`config.mk`:
```
export PLATFORM = sky130hd
export DESIGN_NAME = set_features_subcommand_handler
export DESIGN_NICKNAME = d
export VERILOG_FILES = /design/src/common/set_features_pkg.sv /design/src/rtl/set_features_subcommand_handler.sv
export SDC_FILE = /design/constraint.sdc
export NUM_CORES = 1
export LEC_CHECK = 0
export BUFFER_PORTS_ARGS = -buffer_cell sky130_fd_sc_hd__buf_2
export CORE_MARGIN = 2
export CORE_UTILIZATION = 46
export DETAILED_ROUTE_END_ITERATION = 7
export PLACE_DENSITY = 0.76
export SETUP_SLACK_MARGIN = 0.15
export SKIP_LAST_GASP = 1
export SLEW_MARGIN = 20
export SYNTH_ARGS = -nofsm -noshare
export SYNTH_HDL_FRONTEND = slang
export SYNTH_SLANG_ARGS = --single-unit
```
`constraint.sdc`:
```
create_clock -name ref_clk -period 1.5 [get_ports ref_clk]
set_input_delay 0.3 -clock ref_clk [delete_from_list [all_inputs] [get_ports ref_clk]]
set_output_delay 0.3 -clock ref_clk [all_outputs]
set_load 0.02 [all_outputs]
```
`src/common/set_features_pkg.sv`:
```
// Package for the feature-setting subcommand handler.
// Assumes a single clock domain and a command dispatcher that hands over one subcommand at a time.
package set_features_pkg;
  // Subcommand codes carried in the feature byte.
  localparam logic [7:0] SUB_BYTE_MODE_ON = 8'h01;
  localparam logic [7:0] SUB_BYTE_MODE_OFF = 8'h81;
  localparam logic [7:0] SUB_CACHE_ON = 8'h02;
  localparam logic [7:0] SUB_CACHE_OFF = 8'h82;
  localparam logic [7:0] SUB_XFER_MODE = 8'h03;
  localparam logic [7:0] SUB_APM_ON = 8'h05;
  localparam logic [7:0] SUB_APM_OFF = 8'h85;
  localparam logic [7:0] SUB_EXTPWR_ON = 8'h09;
  localparam logic [7:0] SUB_EXTPWR_OFF = 8'h89;
  localparam logic [7:0] SUB_PWR1_ON = 8'h0A;
  localparam logic [7:0] SUB_PWR1_OFF = 8'h8A;
  localparam logic [7:0] SUB_AHEAD_OFF = 8'h55;
  localparam logic [7:0] SUB_AHEAD_ON = 8'hAA;
  localparam logic [7:0] SUB_KEEP_ON_SOFT = 8'h66;
  localparam logic [7:0] SUB_RESTORE_ON_SOFT = 8'hCC;
  localparam logic [7:0] SUB_NOP_A = 8'h69;
  localparam logic [7:0] SUB_NOP_B = 8'h96;
  localparam logic [7:0] SUB_NOP_C = 8'h97;
  localparam logic [7:0] SUB_CURRENT = 8'h9A;
  localparam logic [7:0] SUB_LONG_EXTRA = 8'hBB;
  // Transfer-type field of the sector count byte, bits 7:3.
  localparam int TYPE_MSB = 7;
  localparam int TYPE_LSB = 3;
  localparam int MODE_MSB = 2;
  localparam logic [4:0] TYPE_PIO_DEFAULT = 5'h00;
  localparam logic [4:0] TYPE_PIO_FLOW = 5'h01;
  localparam logic [4:0] TYPE_MULTIWORD = 5'h04;
  localparam logic [4:0] TYPE_ULTRA = 5'h08;
  localparam logic [2:0] MODE_DEFAULT = 3'h0;
  localparam logic [2:0] MODE_NO_IORDY = 3'h1;
  localparam logic [2:0] PIO_IORDY_NEEDED = 3'h3;
  // Power management level limits.
  localparam logic [7:0] APM_RESERVED_LOW = 8'h00;
  localparam logic [7:0] APM_RESERVED_HIGH = 8'hFF;
  // Power-on values of the feature settings.
  localparam logic [2:0] RST_PIO_MODE = 3'h0;
  localparam logic [2:0] RST_DMA_MODE = 3'h0;
  localparam logic RST_DMA_ULTRA = 1'b0;
  localparam logic RST_CACHE = 1'b1;
  localparam logic RST_AHEAD = 1'b1;
  localparam logic RST_LONG_EXTRA = 1'b1;
  localparam logic RST_RESTORE = 1'b1;
  localparam logic RST_PWR1 = 1'b0;
  localparam logic [7:0] RST_APM_LEVEL = 8'hFE;
  localparam logic [7:0] RST_BYTE = 8'h00;
endpackage : set_features_pkg

```
`src/rtl/set_features_subcommand_handler.sv`:
```
// Feature-setting subcommand handler: decodes one subcommand and keeps the feature state.
// Assumes the dispatcher presents subcommand and sector count on the same clock as a
// one-cycle strobe, and that the flush engine answers on this clock too.
`timescale 1ns/100ps
module set_features_subcommand_handler #(
  parameter logic [2:0] MAX_PIO = 3'h4,
  parameter logic [2:0] MAX_MULTIWORD = 3'h2,
  parameter logic [2:0] MAX_ULTRA = 3'h6,
  parameter logic IORDY_CAN_DISABLE = 1'b1,
  parameter logic [7:0] MIN_CURRENT = 8'h10,
  parameter logic [7:0] MAX_CURRENT = 8'h7D
) (
  input wire logic ref_clk,
  input wire logic rst,
  input wire logic softReset,
  input wire logic cmdValid,
  input wire logic [7:0] featureCode,
  input wire logic [7:0] sectorCount,
  output logic cmdReady,
  output logic cmdDone,
  output logic cmdAbort,
  output logic [7:0] cylLowOut,
  output logic [7:0] cylHighOut,
  output logic flushReq,
  input wire logic flushDone,
  input wire logic dataRegAccess,
  output logic io16Active,
  output logic byteMode,
  output logic cacheOn,
  output logic [2:0] pioMode,
  output logic iordyOn,
  output logic dmaUltra,
  output logic [2:0] dmaMode,
  output logic apmOn,
  output logic [7:0] apmLevel,
  output logic extPowerOn,
  output logic power1On,
  output logic aheadOn,
  output logic longExtra4,
  output logic [7:0] currentLimit,
  output logic restoreOnSoft
);
  import set_features_pkg::*;

  // Command sequencing states.
  typedef enum logic {IDLE, FLUSH} phase_type;

  // Whole state of the block.
  typedef struct packed {
    phase_type phase;
    logic done;
    logic abort;
    logic [7:0] cylLow;
    logic [7:0] cylHigh;
    logic byteMode;
    logic cache;
    logic [2:0] pio;
    logic iordyOff;
    logic ultra;
    logic [2:0] dma;
    logic apm;
    logic [7:0] apmLevel;
    logic extPower;
    logic power1;
    logic ahead;
    logic long4;
    logic [7:0] current;
    logic restore;
  } state_type;

  state_type cur_ff; // Registered state.
  state_type nxt_cur; // Next state.

  // Clamps a requested current to the supported range.
  function automatic logic [7:0] clampCurrent(input logic [7:0] req);
    if (req < MIN_CURRENT) begin
      return MIN_CURRENT;
    end else if (req > MAX_CURRENT) begin
      return MAX_CURRENT;
    end
    return req;
  endfunction : clampCurrent

  // Loads every feature setting with its power-on value.
  function automatic state_type withDefaults(input state_type s);
    state_type r;
    r = s;
    r.byteMode = 1'b0;
    r.cache = RST_CACHE;
    r.pio = RST_PIO_MODE;
    r.iordyOff = 1'b0;
    r.ultra = RST_DMA_ULTRA;
    r.dma = RST_DMA_MODE;
    r.apm = 1'b0;
    r.apmLevel = RST_APM_LEVEL;
    r.extPower = 1'b0;
    r.power1 = RST_PWR1;
    r.ahead = RST_AHEAD;
    r.long4 = RST_LONG_EXTRA;
    r.current = MAX_CURRENT;
    r.restore = RST_RESTORE;
    return r;
  endfunction : withDefaults

  logic [4:0] xferType; // Transfer type field of the count.
  logic [2:0] xferMode; // Mode number field of the count.
  assign xferType = sectorCount[TYPE_MSB:TYPE_LSB];
  assign xferMode = sectorCount[MODE_MSB:0];

  // Decodes the subcommand and computes the next state.
  always_comb begin
    nxt_cur = cur_ff;
    nxt_cur.done = 1'b0;
    nxt_cur.abort = 1'b0;
    // Soft reset returns the settings to power-on values only when enabled.
    if (softReset && cur_ff.restore) begin
      nxt_cur = withDefaults(nxt_cur);
    end
    unique case (cur_ff.phase)
      IDLE: begin
        if (cmdValid) begin
          nxt_cur.done = 1'b1;
          unique case (featureCode)
            SUB_BYTE_MODE_ON: nxt_cur.byteMode = 1'b1;
            SUB_BYTE_MODE_OFF: nxt_cur.byteMode = 1'b0;
            SUB_CACHE_ON: nxt_cur.cache = 1'b1;
            SUB_CACHE_OFF: begin
              // Completion waits until the cache has been written back.
              nxt_cur.cache = 1'b0;
              nxt_cur.done = 1'b0;
              nxt_cur.phase = FLUSH;
            end
            SUB_XFER_MODE: begin
              // One register per mode class keeps exactly one mode selected.
              if (xferType == TYPE_PIO_DEFAULT && xferMode == MODE_DEFAULT) begin
                nxt_cur.pio = RST_PIO_MODE;
                nxt_cur.iordyOff = 1'b0;
              end else if (xferType == TYPE_PIO_DEFAULT && xferMode == MODE_NO_IORDY) begin
                nxt_cur.pio = RST_PIO_MODE;
                nxt_cur.iordyOff = IORDY_CAN_DISABLE;
              end else if (xferType == TYPE_PIO_FLOW && xferMode <= MAX_PIO) begin
                nxt_cur.pio = xferMode;
                nxt_cur.iordyOff = 1'b0;
              end else if (xferType == TYPE_MULTIWORD && xferMode <= MAX_MULTIWORD) begin
                nxt_cur.ultra = 1'b0;
                nxt_cur.dma = xferMode;
              end else if (xferType == TYPE_ULTRA && xferMode <= MAX_ULTRA) begin
                nxt_cur.ultra = 1'b1;
                nxt_cur.dma = xferMode;
              end else begin
                nxt_cur.abort = 1'b1;
              end
            end
            SUB_APM_ON: begin
              // Level is stored; nothing in the block acts on it.
              if (sectorCount == APM_RESERVED_LOW || sectorCount == APM_RESERVED_HIGH) begin
                nxt_cur.abort = 1'b1;
              end else begin
                nxt_cur.apm = 1'b1;
                nxt_cur.apmLevel = sectorCount;
              end
            end
            SUB_APM_OFF: nxt_cur.apm = 1'b0;
            SUB_EXTPWR_ON: nxt_cur.extPower = 1'b1;
            SUB_EXTPWR_OFF: nxt_cur.extPower = 1'b0;
            SUB_PWR1_ON: nxt_cur.power1 = 1'b1;
            SUB_PWR1_OFF: nxt_cur.power1 = 1'b0;
            SUB_AHEAD_OFF: nxt_cur.ahead = 1'b0;
            SUB_AHEAD_ON: nxt_cur.ahead = 1'b1;
            SUB_LONG_EXTRA: nxt_cur.long4 = 1'b1;
            SUB_KEEP_ON_SOFT: nxt_cur.restore = 1'b0;
            SUB_RESTORE_ON_SOFT: nxt_cur.restore = 1'b1;
            SUB_NOP_A, SUB_NOP_B, SUB_NOP_C: begin
              // Accepted without any change of state.
              nxt_cur.done = 1'b1;
            end
            SUB_CURRENT: begin
              nxt_cur.current = clampCurrent(sectorCount);
              nxt_cur.cylLow = MIN_CURRENT;
              nxt_cur.cylHigh = MAX_CURRENT;
            end
            default: nxt_cur.abort = 1'b1;
          endcase
        end
      end
      FLUSH: begin
        // Completion is reported in the cycle after the flush engine finishes.
        if (flushDone) begin
          nxt_cur.done = 1'b1;
          nxt_cur.phase = IDLE;
        end
      end
    endcase
  end

  // Registers the whole state.
  always_ff @(posedge ref_clk or posedge rst) begin
    if (rst) begin
      cur_ff <= '{phase: IDLE, done: 1'b0, abort: 1'b0, cylLow: RST_BYTE, cylHigh: RST_BYTE,
                  byteMode: 1'b0, cache: RST_CACHE, pio: RST_PIO_MODE, iordyOff: 1'b0,
                  ultra: RST_DMA_ULTRA, dma: RST_DMA_MODE, apm: 1'b0, apmLevel: RST_APM_LEVEL,
                  extPower: 1'b0, power1: RST_PWR1, ahead: RST_AHEAD, long4: RST_LONG_EXTRA,
                  current: MAX_CURRENT, restore: RST_RESTORE};
    end else begin
      cur_ff <= nxt_cur;
    end
  end

  // Drives the outputs from the registered state, io16Active together with dataRegAccess.
  assign cmdReady = (cur_ff.phase == IDLE);
  assign cmdDone = cur_ff.done;
  assign cmdAbort = cur_ff.abort;
  assign cylLowOut = cur_ff.cylLow;
  assign cylHighOut = cur_ff.cylHigh;
  assign flushReq = (cur_ff.phase == FLUSH);
  assign io16Active = dataRegAccess && !cur_ff.byteMode;
  assign byteMode = cur_ff.byteMode;
  assign cacheOn = cur_ff.cache;
  assign pioMode = cur_ff.pio;
  assign iordyOn = !cur_ff.iordyOff || (cur_ff.pio >= PIO_IORDY_NEEDED);
  assign dmaUltra = cur_ff.ultra;
  assign dmaMode = cur_ff.dma;
  assign apmOn = cur_ff.apm;
  assign apmLevel = cur_ff.apmLevel;
  assign extPowerOn = cur_ff.extPower;
  assign power1On = cur_ff.power1;
  assign aheadOn = cur_ff.ahead;
  assign longExtra4 = cur_ff.long4;
  assign currentLimit = cur_ff.current;
  assign restoreOnSoft = cur_ff.restore;
endmodule : set_features_subcommand_handler

```
-- Word level (Yosys, flattened, before mapping)
Index checks and enable logic that the tools add are counted.
Widths: inputs -> output; s select.
- bits in latches: 0
- memories kept: 0
- input bits: 22
- output and inout port bits: 53
- bits in writable memories: 0
- bits in read-only memories: 0
- logic and storage cells: 109
- bits in registers: 51
- reduce and logical (&&, ||, !) cells: 15
- multipliers: 0
- shifts and indexed selects: 0
- eq/ne operators: 25
- bitwise operators: 1
- multiplexer cells: 43
- divide/modulo/power cells: 0
- order comparisons: 6
- add/sub/neg operators: 0
- operators with widths (cell ; number):
    $eq 8x8->1 const B ; 12
    $mux 51 ; 1
    $mux 49 ; 1
    $mux 8 ; 6
    $mux 32 ; 1
    $mux 4 ; 8
    $eq 8x7->1 const B ; 3
    $reduce_or 18->1 ; 1
    $eq 8x2->1 const B ; 2
    $eq 8x4->1 const B ; 2
    $mux 16 ; 1
    $mux 1 ; 14
    $pmux 1 s2 ; 7
    $mux 9 ; 1
    $eq 8x1->1 const B ; 1
    $eq 8x3->1 const B ; 1
    $gt 8x7->1 const B ; 1
    $logic_not 8->1 ; 1
    $lt 8x5->1 const B ; 1
    $logic_and 1x1->1 ; 7
    $le 3x3->1 const B ; 2
    $eq 5x1->1 const B ; 1
    $eq 5x3->1 const B ; 1
    $eq 5x4->1 const B ; 1
    11 further kinds ; 13

-- Logic depth before layout (Yosys ltp)
- depth in word-level cells: 10
- depth in mapped cells: 9

-- Worst setup path before layout
No wires, ideal clock.
- path kind: input to register
- start point: in featureCode[4]
- end point: reg cur_ff (netlist bit apmLevel[6])
- arrival time: 1748 ps
- cell stages on the path: 9
- required time: 1421 ps
- slack: -327 ps
- setup time: 79 ps
- cells stage by stage: buf_6 -> or3_4 -> or3_4 -> nor2_4 -> nand2b_1 -> buf_6 -> buf_6 -> nor2_2 -> a21oi_2
- RTL lines (what ; line ; source):
    from (decl) ; set_features_subcommand_handler.sv:17 ; input wire logic [7:0] featureCode,
    to (signal assigned) ; set_features_subcommand_handler.sv:199 ; cur_ff <= '{phase: IDLE, done: 1'b0, abort: 1'b0, cylLow: RST_BYTE, cylHigh: RST_BYTE,
    to (signal assigned) ; set_features_subcommand_handler.sv:205 ; cur_ff <= nxt_cur;
    to (decl) ; set_features_subcommand_handler.sv:71 ; state_type cur_ff;

==> results.cfg <==
[layout]
design_area_um2 = 3280
antennaDiodeCount = 0
instances_no_fill = 428
layout_common_cells = buf_2 (61), buf_4 (56), nand2_1 (21)
mostFrequentLayoutCell = buf_2
syn2layout_area_growth_pct = 41.3
final_nets = 382
drive_above_1_share_pct = 56.8

[route]
routedWlPerCell_um = 14.3
drt_iter0_drc = 109
ant_nets = 0
wirelength_mm = 6.11
viasPerCell = 5.19
dr.pass1.iters = 4
num_vias = 2221
drc = 0

[yosys]
synth_top_cell_area_share_pct = 20.5
synth_fa_ha_area_share_pct = 0
synth_area_leaders = dfrtp_1 (21%), dfstp_2 (19%), buf_4 (12%), nor2_1 (4.5%), nand2_1 (3.7%)
synth_top_family_by_area = simple AND/OR/NAND/NOR gates
synthArstFlopShare_pct = 100
yosys_warnings = 0
ys.flop_type = dfrtp_1
synth_enable_flop_cells = 0
ys_seq_area_share_pct = 39.8
synthSimpleGateAreaFrac_pct = 25.4
synth-compound-area-share_pct = 16.7
syn_area_um2 = 2320
synth_seq_cells = 36
synth_xor_area_share_pct = 0.756
synth.largest_area_cell = dfrtp_1
synthMuxAreaShare_pct = 0.432
syn_area_per_cell_um2 = 8.59
yosysUniqueCellTypes = 47
netlist_instances = 270

[die]
core-area_um2 = 4790
initial_utilization_pct = 48.4
die-area_um2 = 5620
fp.dieH_um = 75.0
rows = 25
die_x_um = 75.0
io_pins = 75

[power_and_ir_drop]
p_leak_nw = 1.45
peakVddDrop_mv = 0.402
fin_total_pwr_w = 0.00203
power_density_nw_per_um2 = 621

[worst_setup_path]
critPathRequiredTime_ps = 1680
crit_chain = buf_6 > or3_4 > buf_6 > nor3_4 > buf_4 > buf_6 > buf_6 > o211ai_1 > nand4_1 > nand2_1
crit_slowest_cell = or3_4
cp_max_fo = 4
crit_buf_inv = 5
worst_setup_path_end_kind = flip-flop
start_kind = input pin
critical-path-max-stage-delay_ps = 390
worstSetupPathType = in -> reg
cp.arrival_ps = 1730
cpMostUsedCell = buf_6
path_delay_family = simple AND/OR/NAND/NOR gates

[placed_design]
hpwlAfterDp_mm = 4.16
portBuffers = 65
routabilityCongestion = 0.896
dp_slack_ps = -296
placed_cells = 410
place_area_um2 = 2880

[clock_tree]
cts-root-buf = clkbuf_8
htreeDepth = 2
cts_buffers = 5
max-clock-path-buffers = 2
tritoncts = done
path_clk_slew_ps = 70
holdBufCountCts = 0
clkLatencyLatePin_ps = 290
cts.sink_count = 36

[run]
max-cap-violations = 0

[global_routing]
antenna_found_initial = 0
grt_pass1_vias = 1993
grt_max_degree = 37
grt-ovfl-total = 0
grt_use_total_pct = 21.5
grt_pass1_wl_mm = 9.08

[timing]
finalWorstSetupSlack_ps = -51.4
max_freq_mhz = 645
final_max_slew_viol_count = 0
hold_viol_final = 0
setup_viol = 12
timing.final.crit_share_pct = 103
finalClockSkew_ps = 10.2
holdWs_ps = 97.7
rsz0062_at_grt = yes
period_needed_ps = 1550

[outcome]
status = complete, but fails checks
violations = setup timing

[hold_path]
hp-class = in -> async
==> worst paths after layout <==
check	from	to	slack [ps]	depth (start not counted)
setup / recovery	featureCode[5]	cmdAbort$_DFF_PP0_	-50	10
hold / removal	rst	power1On$_DFF_PP0_	100	3
setup reg to reg	flushReq$_DFFE_PP0P_	apmLevel[0]$_DFF_PP0_	-30	7
hold reg to reg	restoreOnSoft$_DFF_PP1_	restoreOnSoft$_DFF_PP1_	500	2
max in group asynchronous	rst	apmLevel[2]$_DFF_PP1_	1050	3
min in group ref_clk	flushDone	flushReq$_DFFE_PP0P_	200	2
==> synth_stat cells, types with 3 or more instances <==
master,n
and2_1,3
a21oi_2,7
a211oi_1,3
dfrtp_1,19
o22ai_1,3
nand4_1,3
dfstp_2,17
nand3_1,14
nor2_1,28
and3_1,5
nand3b_1,4
buf_6,3
nand2_1,23
nor2b_1,4
nor3_1,11
o21ai_0,9
a21oi_1,12
clkbuf_1,11
inv_1,8
o211ai_1,6
nand2b_1,6
buf_4,38
==> registers in the layout, indices dropped and copies added, names as in the netlist, 3 cells and up <==
| signal | flops |
|---|---|
| currentLimit | 8 |
| pioMode | 3 |
| apmLevel | 8 |
| dmaMode | 3 |
==> per-layer routing <==
layer  part of all wire (%)  track usage (%)  vias up
li1                       -                -     1081
met3                    6.2             5.09       15
met5                      0                0        -
met1                     43             29.9     1020
met2                     48             32.3      105
met4                    2.2             8.93        0
==> logic make-up after synthesis <==
kind of cell	Yosys count
XOR/XNOR	2
flip-flops	36
multiplexers	1
AO/OA/AOI/OAI	56
AND/OR/NAND/NOR	114
buffers and inverters	60
other	1
==> worst register-to-register path: stages, from the launching register on <==
cell and delay (ps):
dfrtp_2 410, nand2b_4 170, or3_4 350, nor2_4 130, nand2b_4 100, buf_12 160
nand3_2 60, o21ai_2 50
==> timing repair <==
item                                    CTS  global route
cloned                                    1             0
pin swaps                                 7            12
resized for setup                        11            50
setup buffers                             4             5
endpoints found under the setup margin   30            37
==> through the flow <==
| stage | TNS [ps] | utilization [%] |
|---|---|---|
| after CTS | -226 | 64.0 |
| after floorplan | -3070 | - |
| after global placement | -3840 | 60.2 |
| final | -241 | 68.4 |
| after detailed placement | -4430 | 60.2 |
| after global routing | -1610 | 68.4 |
==> final cells by class <==
type | instances | area, um^2
Timing Repair Buffer | 127 | 863
Fill cell | 389 | 1510
Sequential cell | 36 | 923
Tap cell | 67 | 83.8
Inverter | 8 | 32.5
Clock buffer | 8 | 80.1
Multi-Input combinational cell | 182 | 1290
==> power by group <==
part           total, W  switching, W  leakage, nW  internal (W)
Sequential     0.000986    0.00000517        0.438      0.000981
Clock          0.000660      0.000330       0.0395      0.000330
Combinational  0.000387      0.000234        0.968      0.000153
Power figures use the tool's default switching activity.
